==> config.mk <==
export PLATFORM = sky130hd
export DESIGN_NAME = slr_top
export DESIGN_NICKNAME = d
export VERILOG_FILES = /design/src/slr_pkg.sv /design/src/slr_fifo.sv /design/src/slr_top.sv
export SDC_FILE = /design/constraint.sdc
export NUM_CORES = 1
export LEC_CHECK = 0
export BUFFER_PORTS_ARGS = -buffer_cell sky130_fd_sc_hd__buf_2
export CORE_AREA = 2 2 156 158
export CTS_CLUSTER_SIZE = 14
export DETAILED_ROUTE_END_ITERATION = 8
export DIE_AREA = 0 0 158 160
export PLACE_DENSITY = 0.79
export SLEW_MARGIN = 20
export SYNTH_ARGS = -nofsm -noshare
export SYNTH_HDL_FRONTEND = slang
export SYNTH_SLANG_ARGS = --single-unit
==> constraint.sdc <==
create_clock -name CLK -period 3 [get_ports CLK]
set_input_delay 0.6 -clock CLK [delete_from_list [all_inputs] [get_ports CLK]]
set_output_delay 0.6 -clock CLK [all_outputs]
set_load 0.01 [all_outputs]
==> src/slr_pkg.sv <==
// package for the serial LED switch register: widths, depths, reset values, pin bundles
// assumes a single 100 MHz core clock that samples every link pin
`default_nettype none
package slr_pkg;

  localparam int SLR_WIDTH = 8;
  localparam int SLR_FIFO_DEPTH = 32;
  localparam logic [SLR_WIDTH-1:0] SLR_SHIFT_RESET = 8'h00;
  localparam logic [SLR_WIDTH-1:0] SLR_HOLD_RESET = 8'h00;
  localparam logic [SLR_WIDTH-1:0] SLR_DRAIN_OFF = 8'h00;

  // the three link pins sampled together
  typedef struct packed {
    logic clk;
    logic store;
    logic data;
  } slr_link_t;

  // level pins that steer the drain stage
  typedef struct packed {
    logic clear_n;
    logic disable_out;
    logic overheat;
  } slr_ctrl_t;

endpackage
`default_nettype wire

==> src/slr_fifo.sv <==
// word fifo between the store strobe and the holding register
// assumes one clock; DEPTH is any value above one; read data leave a register
`timescale 1ns/100ps
`default_nettype none
module slr_fifo #(
  parameter int WIDTH = 8,
  parameter int DEPTH = 32
) (
  // clock and reset
  input wire logic clk,
  input wire logic rst_n,
  input wire logic flush,
  // filling side
  input wire logic in_valid,
  output logic in_ready,
  input wire logic [WIDTH-1:0] in_data,
  // draining side
  output logic out_valid,
  input wire logic out_ready,
  output logic [WIDTH-1:0] out_data
);

  localparam int AW = (DEPTH > 1) ? $clog2(DEPTH) : 1;
  localparam int CW = $clog2(DEPTH + 1);
  localparam logic [AW-1:0] LAST = AW'(DEPTH - 1);
  localparam logic [CW-1:0] FULL = CW'(DEPTH);

  typedef struct packed {
    logic [DEPTH-1:0][WIDTH-1:0] mem;
    logic [AW-1:0] wptr;
    logic [AW-1:0] rptr;
    logic [CW-1:0] cnt;
    logic out_v;
    logic [WIDTH-1:0] out_d;
  } slr_fifo_state_t;

  slr_fifo_state_t q;
  slr_fifo_state_t d;
  logic push;
  logic take;
  logic load;

  // cnt counts the output register as well, so no more than DEPTH words are held
  assign in_ready = (q.cnt != FULL);
  assign out_valid = q.out_v;
  assign out_data = q.out_d;

  always_comb begin
    d = q;
    push = in_valid && in_ready;
    take = q.out_v && out_ready;
    // refill the output register when it empties or is taken this cycle
    load = (q.cnt != CW'(q.out_v)) && (!q.out_v || out_ready);
    if (take) begin
      d.out_v = 1'b0;
    end
    if (push) begin
      d.mem[q.wptr] = in_data;
      d.wptr = (q.wptr == LAST) ? '0 : q.wptr + 1'b1;
    end
    if (load) begin
      d.out_d = q.mem[q.rptr];
      d.out_v = 1'b1;
      d.rptr = (q.rptr == LAST) ? '0 : q.rptr + 1'b1;
    end
    if (push && !take) begin
      d.cnt = q.cnt + 1'b1;
    end else if (take && !push) begin
      d.cnt = q.cnt - 1'b1;
    end
    if (flush) begin
      d.wptr = '0;
      d.rptr = '0;
      d.cnt = '0;
      d.out_v = 1'b0;
    end
  end

  always_ff @(posedge clk or negedge rst_n) begin
    if (!rst_n) begin
      q <= '0;
    end else begin
      q <= d;
    end
  end

endmodule // slr_fifo
`default_nettype wire

==> src/slr_top.sv <==
// serial-in, parallel-out switch register driving eight open-drain outputs
// assumes all link and control pins are asynchronous to CLK and CLK is far faster
// than the link clock; the open-drain wire is resolved outside from DRAIN_OUTPUTS_OE
//
// Behaviour
// - serial shift register feeds an eight-bit holding register.
// - each rising link clock shifts the data pin into the shift register.
// - rising store strobe copies the whole shift register towards the holding register.
// - holding register changes only when a queued word is delivered with UPDATE_READY high, or on clear.
// - clear low zeroes shift and holding registers and opens every drain.
// - eight open-drain outputs follow the stored bits.
// - output disable high forces every drain off.
// - overheat flag turns every drain off.
// - drains resume by themselves once overheat clears.
// - word arrives msb first; bit n drives drain n, one means on.
// - chain output shows outgoing bit, changed on falling link clock.
// - output disable and overheat each hold every drain off; pulsing disable modulates the drains only while overheat is low.
`timescale 1ns/100ps
`default_nettype none
module slr_top #(
  parameter int WIDTH = slr_pkg::SLR_WIDTH,
  parameter int FIFO_DEPTH = slr_pkg::SLR_FIFO_DEPTH
) (
  // core clock and reset
  input wire logic CLK,
  input wire logic RST_N,
  // three-wire link
  input wire logic LINK_CLK,
  input wire logic STORE_STROBE,
  input wire logic SERIAL_DATA_IN,
  output logic CHAIN_DATA_OUT,
  // control pins
  input wire logic CLEAR_N,
  input wire logic OUTPUT_DISABLE,
  input wire logic OVERHEAT_CUTOFF,
  // word queue handshake
  output logic STORE_READY,
  input wire logic UPDATE_READY,
  // open-drain outputs
  output logic [WIDTH-1:0] DRAIN_OUTPUTS_O,
  output logic [WIDTH-1:0] DRAIN_OUTPUTS_OE
);

  typedef struct packed {
    slr_pkg::slr_link_t link_s1;
    slr_pkg::slr_link_t link_s2;
    slr_pkg::slr_link_t link_prev;
    slr_pkg::slr_ctrl_t ctrl_s1;
    slr_pkg::slr_ctrl_t ctrl_s2;
    logic [WIDTH-1:0] shift;
    logic [WIDTH-1:0] hold;
    logic chain;
    logic [WIDTH-1:0] drain;
  } slr_state_t;

  slr_state_t q;
  slr_state_t d;

  logic clk_rise;
  logic clk_fall;
  logic store_rise;
  logic clearing;
  logic cutoff;
  logic fifo_valid;
  logic [WIDTH-1:0] fifo_data;
  logic fifo_ready;
  logic drains_allowed;
  logic [WIDTH-1:0] drain_next;

  // edges look only at second and third stages, never at the first
  assign clk_rise = q.link_s2.clk && !q.link_prev.clk;
  assign clk_fall = !q.link_s2.clk && q.link_prev.clk;
  assign store_rise = q.link_s2.store && !q.link_prev.store;
  assign clearing = !q.ctrl_s2.clear_n;
  // disable high suspends the thermal cutoff entirely
  assign cutoff = q.ctrl_s2.overheat && !q.ctrl_s2.disable_out;
  // cutoff is a live level, so drains recover with no rewrite
  assign drains_allowed = !clearing && !q.ctrl_s2.disable_out && !cutoff;

  // one gate per channel: bit n of the held word steers drain n
  for (genvar n = 0; n < WIDTH; n++) begin : g_drain
    assign drain_next[n] = q.hold[n] && drains_allowed;
  end

  // words queue here so a slow consumer of the holding register can lag the host;
  // a strobe seen while the queue is full is dropped and shows on STORE_READY low
  slr_fifo #(
    .WIDTH(WIDTH),
    .DEPTH(FIFO_DEPTH)
  ) u_fifo (
    .clk(CLK),
    .rst_n(RST_N),
    .flush(clearing),
    .in_valid(store_rise && !clearing),
    .in_ready(fifo_ready),
    .in_data(q.shift),
    .out_valid(fifo_valid),
    .out_ready(UPDATE_READY && !clearing),
    .out_data(fifo_data)
  );

  assign STORE_READY = fifo_ready;
  assign CHAIN_DATA_OUT = q.chain;
  assign DRAIN_OUTPUTS_O = slr_pkg::SLR_DRAIN_OFF;
  assign DRAIN_OUTPUTS_OE = q.drain;

  always_comb begin
    d = q;
    d.link_s1 = '{clk: LINK_CLK, store: STORE_STROBE, data: SERIAL_DATA_IN};
    d.link_s2 = q.link_s1;
    d.link_prev = q.link_s2;
    d.ctrl_s1 = '{clear_n: CLEAR_N, disable_out: OUTPUT_DISABLE, overheat: OVERHEAT_CUTOFF};
    d.ctrl_s2 = q.ctrl_s1;
    // msb goes in first, so it ends up at the top after eight edges
    if (clk_rise) begin
      d.shift = {q.shift[WIDTH-2:0], q.link_s2.data};
    end
    // falling-edge update gives a downstream part half a period of setup
    if (clk_fall) begin
      d.chain = q.shift[WIDTH-1];
    end
    // holding register moves only when a stored word is delivered, or on clear below
    if (fifo_valid && UPDATE_READY) begin
      d.hold = fifo_data;
    end
    if (clearing) begin
      d.shift = slr_pkg::SLR_SHIFT_RESET;
      d.hold = slr_pkg::SLR_HOLD_RESET;
      d.chain = 1'b0;
    end
    d.drain = drain_next;
  end

  always_ff @(posedge CLK or negedge RST_N) begin
    if (!RST_N) begin
      q <= '0;
    end else begin
      q <= d;
    end
  end

endmodule // slr_top
`default_nettype wire

==> results of run 1 <==
power by group through the flow:
| stage | Sequential, mW | Clock (mW) | Combinational (mW) |
|---|---|---|---|
| finish | 4.63 | 4.17 | 1.14 |
| global route | 4.65 | 4.43 | 1.26 |
| CTS | 4.63 | 4.24 | 1.15 |
| detailed placement | 4.71 | 0 | 1.15 |
| global placement | 4.71 | 0 | 1.13 |
| floorplan | 4.53 | 0 | 0.985 |
metrics by stage:
step / instances / area (um^2) / util (%) / hold slack, ns / worst slack [ns]
final: 1357 / 16190 / 67.95 / 0.06162 / 0.1879
after global routing: 1357 / 16190 / 67.95 / 0.1060 / 0.02237
after CTS: 1357 / 16180 / 67.93 / 0.08932 / 0.1822
after detailed placement: 1301 / 15060 / 63.22 / 0.3381 / 0.2065
after global placement: 1301 / 15060 / 63.21 / 0.3337 / 0.2916
after floorplan: 1016 / 14700 / - / 0.3044 / 0.3557
Yosys cell counts, types with 12 or more instances:
library cell,count
ha_1,12
buf_2,13
dfrtp_1,320
a21boi_0,12
o21ai_0,16
nand2_1,36
clkbuf_1,42
nor2b_1,15
mux2i_1,33
mux2_2,258
mux4_2,60
nor2_2,32
buf_4,21
final timing paths:
check | startpoint | endpoint
setup / recovery | u_fifo.q[10] | u_fifo.q[14]
hold / removal | RST_N | u_fifo.q[10]
setup reg to reg | u_fifo.q[10] | u_fifo.q[14]
hold reg to reg | d[34] | d[31]
max in group asynchronous | RST_N | u_fifo.q[45]
min in group CLK | CLEAR_N | d[27]
sequential cells by signal, indices dropped and copies added, names as in the netlist:
| name | cells |
|---|---|
| CHAIN_DATA_OUT | 1 |
| DRAIN_OUTPUTS_OE | 8 |
| d | 9 |
| q | 21 |
| u_fifo.out_data | 8 |
| u_fifo.out_valid | 1 |
| u_fifo.q | 272 |
worst max-delay path, cell delays in order, from the launching register on:
cell and delay, ns:
dfrtp_1 0.42, or4_1 0.61, o31ai_4 0.22, nor2_1 0.11, inv_1 0.16, ha_1 0.28
a21oi_1 0.14, nand2_1 0.10, a31oi_1 0.31, mux2i_1 0.23, o211ai_1 0.10
area by class of cell:
cell class	count	area [um^2]	area share [%]
clock buffer	50	1065	6.579
clock inverter	6	57.56	0.3556
inverter	10	37.54	0.2319
multi-input combinational	604	6236	38.53
sequential	320	8021	49.56
tap	324	405.4	2.505
timing repair buffer	43	362.8	2.242
routing by layer:
layer	vias up	GRT usage [%]
met2	207	41.11
met3	59	3.962
met5	-	0
met1	4492	36.47
met4	0	8.026
li1	3657	-
placed cells by master, fill, tap and decap left out, types with 12 or more instances in the layout:
cell type	Yosys	routed
nor2_2	32	32
o21ai_0	16	16
nand2_1	36	36
mux2_2	258	258
buf_4	21	19
mux2i_1	33	33
ha_1	12	12
nor2b_1	15	15
a21boi_0	12	12
buf_2	13	17
mux4_2	60	60
clkbuf_16	0	37
dfrtp_1	320	313
cell families (layout without fill, tap and decap cells):
| kind of cell | count (synthesis) | in the layout |
|---|---|---|
| AOI/OAI and AO/OA | 80 | 80 |
| muxes | 351 | 351 |
| xor gates and xnor gates | 4 | 4 |
| buffers and inverters | 92 | 109 |
| DFF | 320 | 320 |
| and+or+nand+nor | 148 | 148 |
| adders and majority gates | 13 | 13 |
| other | 1 | 8 |
==> summary.md, run 1 <==
| Metric | Value |
|---|---|
| Diodes inserted | `0` |
| Flop pwr share | `46.6%` |
| Clock share of power | `42.0%` |
| H-tree Lvls | `2` |
| Min Tclk post-route | `approximately 2.8 ns` |
| Required @ worst endpoint | `3.39 ns` |
| Netlist Area Pre-Place | `approximately 15000 um^2` |
| Syn Area/Cell | `14.54 um^2` |
| Die Ht | `approximately 160 um` |
| Mux share of post-synthesis cell area | `a little under a third` |
| Leak | `7.451 nW` |
| Share of flip-flops with an asynchronous set or reset | `100.0%` |
| Post-synth EDFFs | `0` |
| CP Class | `register to register` |
| Die area | `25280 um^2` |
| Die Wd | `about 160 um` |
| Clk sinks | `320` |
| Core area | `23820 um^2` |
| Headroom to the max-slew limit | `43.08%` |
| CTS tree | `done` |
| Via count | `8415` |
| Vias per cell | `between 6 and 7` |
| Initial antenna violation count | `0` |
| Grt ovf | `0` |
| Post-synthesis compound-gate area fraction | `3.778%` |
| Startpoint types | `register` |
| IO Port Bufs | `18` |
| First-pass DRT Iterations | `5` |
| R2r setup slk | `approximately 0.19 ns` |
| Sequential fraction of the synthesis area | `54.57%` |
| Metal3 WL | `1429 um` |
| Max Used Layer | `met4` |
| Combinational family with the most area after synthesis | `multiplexers` |
| Share of the synthesized area in the top cell type | `54.57%` |
| PD cells | `613.6 nW/um^2` |
| Synth Area in XOR/XNOR | `0.2388%` |
| Status | `finished, final reports clean` |
| CTS hold repair buffers | `0` |
| Fin crit share | `a little over nine tenths` |
| Largest area contributor in the netlist | `dfrtp_1` |
| Num CTS Buffers | `34` |
| Max-slew violations | `0` |
| Fmax | `about 0.36 GHz` |
| Top cells by area, synth | `dfrtp_1 (55%), mux2_2 (20%), mux4_2 (9.2%), mux2i_1 (2.3%), nor2_2 (1.4%)` |
| Internal power | `7.442 mW` |
| Largest net degree at the start of global routing | `78` |
| Post-CTS setup buffers | `0` |
| Clk_lat worst skew | `0.51 ns` |
| Post-Synthesis Cells | `1009` |
| Clock root buffer | `clkbuf_16` |
| Post-route ant nets | `0` |
| Setup tns final | `0 ns` |
| # nets final | `1035` |
| Hold crit path type | `input pin to async pin` |
| IO Count | `27` |
| Starting DRT DRC Count | `638` |
| Simple-gate share of the synthesized area | `roughly 6%` |
| WL per Instance | `22.61 um` |
| Global-route usage over all layers | `25.59%` |
| Max Cap Viol | `0` |
| Net Sw Frac | `approximately 25%` |
| Endpoint type of the worst setup path | `register` |
| Clock Tree Buf Depth | `3` |
| CP Max Fanout | `5` |
| Yosys warning count | `0` |
| Vias in the first global route | `8842` |
| Starting density of the core | `61.60%` |
| Adder-cell share of the synthesized area | `1.160%` |
| Seq cells post-synth | `320` |
| Main synth FF type | `dfrtp_1` |
| Gate power share | `11.5%` |
| Synth unique cells | `53` |
| Fillers | `1744` |
| M1 WL | `around 13000 um` |
| Worst-Margin Slew | `roughly 0.85 ns` |
| Hpwl dp | `19600 um` |
| # DRC | `0` |
| Met2 WL | `~15000 um` |
| Reg clk slew, reported paths | `0.06 ns` |
| Share of cells above drive strength 1 | `approximately 45%` |
| Total wire length | `30680 um` |
| RSZ-0062 raised after global routing | `false` |
| P_sw | `2.490 mW` |
| RePlAce Congestion | `approximately 0.83` |
| Path depth of the worst reg2reg path | `10` |
| Worst IR Drop VDD | `between 0.4 and 0.5 mV` |
| Hold Fails Final Rpt | `0` |
| Crit path DAT | `3.20 ns` |
| Design Power | `9.932 mW` |
| Post-CTS Resized | `0` |
| FP Rows | `57` |
| Global-route wire length before repair | `between 40000 and 50000 um` |
| Area Growth Syn to Fin | `10.31%` |
| Final worst clock skew | `0.01666 ns` |
| Setup Viol. Count Final | `0` |
Note: power is estimated with default switching activity, not from simulation.
==> inputs of run 2 (changes only) <==
--- a/config.mk
+++ b/config.mk
@@ -6,12 +6,13 @@
 export NUM_CORES = 1
 export LEC_CHECK = 0
 export BUFFER_PORTS_ARGS = -buffer_cell sky130_fd_sc_hd__buf_2
-export CORE_AREA = 2 2 156 158
+export CORE_AREA = 2 2 160 162
 export CTS_CLUSTER_SIZE = 14
 export DETAILED_ROUTE_END_ITERATION = 8
-export DIE_AREA = 0 0 158 160
-export PLACE_DENSITY = 0.79
+export DIE_AREA = 0 0 162 164
+export PLACE_DENSITY = 0.76
 export SLEW_MARGIN = 20
 export SYNTH_ARGS = -nofsm -noshare
 export SYNTH_HDL_FRONTEND = slang
 export SYNTH_SLANG_ARGS = --single-unit
+export TNS_END_PERCENT = 30
==> run 2 against run 1 <==
Routed wire length up 2.5%. Clock-buffer cell count rose by 7. Clock skew about the same. Critical endpoint unchanged. Critical path depth unchanged. Global-route usage shrank 0.64 points. Non-clock buffer count rose by 1. Largest power group unchanged. Flip-flop and latch count unchanged. First-iteration DRC count fell by 18%. Design area shrank 0.12%.
==> summary.md, run 2 (same netlist as run 1, synthesis figures left out) <==
| Metric | Value |
|---|---|
| Status | `finished, final reports clean` |
| WHS | `0.04376 ns (-0.01786 ns)` |
| Global-route usage over all layers | `24.96% (-0.64 points)` |
| Final std cells w/o fill | `1370 (+0.96%)` |
| Grt ovf | `0 (unchanged)` |
| Endpoint type of the worst setup path | `register` |
| Startpoint types | `register` |
| Hold crit path type | `input pin to async pin` |
| Setup Viol. Count Final | `0 (unchanged)` |
| CP peak stage delay | `0.62 ns (about the same)` |
| Family with the most delay on the worst path | `simple AND/OR/NAND/NOR gates` |
| Most common cell after layout, fill and taps aside | `dfrtp_1` |
| Die area | `26570 um^2 (+5.1%)` |
| Starting DRT DRC Count | `520 (-18%)` |
| Worst-Margin Slew | `1.006 ns (+0.1538 ns)` |
| Critical-path cell list | `or4_1 -> o31ai_4 -> nor2_1 -> inv_1 -> ha_1 -> a21oi_1 -> nand2_1 -> a31oi_2 -> mux2i_1 -> o211ai_1` |
| IO Count | `27 (unchanged)` |
| Grt peak-use layer | `met2` |
| Met2 GRT Util | `40.19% (-0.91 points)` |
| Max-slew violations | `0 (unchanged)` |
| CP Max Fanout | `5 (unchanged)` |
| IO Port Bufs | `18 (unchanged)` |
| Final worst clock skew | `0.01679 ns (+0.0001244 ns)` |
| Buf+Inv Stages, Crit Path | `1 (unchanged)` |
| Grt met3 use | `3.308% (-0.65 points)` |
| Share of cells above drive strength 1 | `44.04% (-0.69 points)` |
| Post-CTS Resized | `0 (unchanged)` |
| Post-CTS setup buffers | `0 (unchanged)` |
| Post-route ant nets | `0 (unchanged)` |
| Slack of the critical path | `0.2173 ns (+0.02942 ns)` |
| Max Cap Viol | `0 (unchanged)` |
| Fmax | `0.3594 GHz (+1.1%)` |
| Starting density of the core | `59.12% (-2.5 points)` |
| Leak | `7.437 nW (-0.18%)` |
| Dpl ws | `0.2170 ns (+0.01047 ns)` |
| Placed Cells | `1308 (+0.54%)` |
| # nets final | `1038 (+0.29%)` |
| Max reg flops | `272 (unchanged)` |
| Worst IR Drop VDD | `0.4307 mV (-5.6%)` |
| Headroom to the max-slew limit | `32.80% (-10 points)` |
| Diodes inserted | `0 (unchanged)` |
| Vias in the first global route | `8847 (+0.057%)` |
| Die Wd | `162 um (+2.5%)` |
| H-tree Lvls | `2 (unchanged)` |
| Slowest-stage cell, CP | `or4_1` |
| Most frequent cells in the layout | `dfrtp_1 (316), mux2_2 (258), mux4_2 (60)` |
| Core area | `24820 um^2 (+4.2%)` |
| Reg clk slew, reported paths | `0.06 ns (about the same)` |
| CTS tree | `done` |
| First-pass DRT Iterations | `5 (unchanged)` |
| Global-route wire length before repair | `50540 um (+2.2%)` |
| Initial antenna violation count | `0 (unchanged)` |
| # DRC | `0 (unchanged)` |
| CP Class | `register to register` |
| Setup tns final | `0 ns (unchanged)` |
| Clock root buffer | `clkbuf_16` |
| Clock Tree Buf Depth | `3 (unchanged)` |
| Vias per cell | `6.121 (-1.3%)` |
| Design Power | `9.958 mW (+0.27%)` |
| PD cells | `616.0 nW/um^2 (+0.38%)` |
| Largest net degree at the start of global routing | `84 (+7.7%)` |
| Biggest register | `u_fifo.q` |
| Clk sinks | `320 (unchanged)` |
| Clk_lat worst skew | `0.51 ns (about the same)` |
| Crit path DAT | `3.17 ns (-0.03 ns)` |
| Required @ worst endpoint | `3.39 ns (about the same)` |
| WL per Instance | `22.95 um (+1.5%)` |
| Total wire length | `31450 um (+2.5%)` |
| Via count | `8386 (-0.34%)` |
| Hold Fails Final Rpt | `0 (unchanged)` |
| Area Growth Syn to Fin | `10.18%` |
| Fin crit share | `92.76% (-0.98 points)` |
| FP Rows | `58 (+1.8%)` |
| Num CTS Buffers | `36 (+5.9%)` |
| RePlAce Congestion | `0.8152 (-2.2%)` |
| Grt met1 use | `35.52% (-0.95 points)` |
| Hpwl dp | `19610 um (about the same)` |
| Min Tclk post-route | `2.783 ns (-0.02942 ns)` |
| Die Ht | `164 um (+2.5%)` |
| RSZ-0062 raised after global routing | `false` |
| CTS hold repair buffers | `0 (unchanged)` |
## run 2: cell types whose count changed in the layout (fill, tap and decap cells not counted), sizes merged
cell	delta
clkbuf	+7
bufinv	-1
buf	+1
## run 2: report_power, final
group          switching (mW)  total (mW)  internal, mW
combinational           0.684        1.22         0.533
clock                    1.68        4.12          2.44
sequential              0.218        4.62          4.40
## run 2: routing by layer
metal	wire (um)	vias up
li1	-	3682
met1	14320	4433
met2	15090	198
met3	1116	73
met4	917	0
met5	0	-
## run 2: worst paths after layout
path                            slack [ns]         start  cells after the start             to
worst max-delay path                  0.22  u_fifo.q[10]                     10   u_fifo.q[14]
worst min-delay path                  0.04         RST_N                      1  u_fifo.q[239]
worst max register to register        0.22  u_fifo.q[10]                     10   u_fifo.q[14]
worst min register to register        0.35         d[35]                      0          d[32]
max in group asynchronous             2.07         RST_N                      2          q[21]
min in group CLK                      0.19      LINK_CLK                      1          d[36]
## run 2: worst register-to-register path, stage by stage, from the launching register on
cell,delay (ns)
dfrtp_1,0.42
or4_1,0.62
o31ai_4,0.21
nor2_1,0.12
inv_1,0.18
ha_1,0.28
a21oi_1,0.13
nand2_1,0.12
a31oi_2,0.28
mux2i_1,0.22
o211ai_1,0.10
## run 2: layout make-up
class                           count  area [um^2]
Timing Repair Buffer               44        357.8
Clock buffer                       57         1071
Inverter                           10        37.54
Tap cell                          330        412.9
Multi-Input combinational cell    604         6242
Clock inverter                      5        27.53
Fill cell                        1822         8652
Sequential cell                   320         8018
## run 2: stage by stage
step / instance area, um^2 / utilization [%]
after floorplan: 14700 / -
after global placement: 15060 / 60.68
after detailed placement: 15060 / 60.68
after CTS: 16160 / 65.10
after global routing: 16170 / 65.14
final: 16170 / 65.14
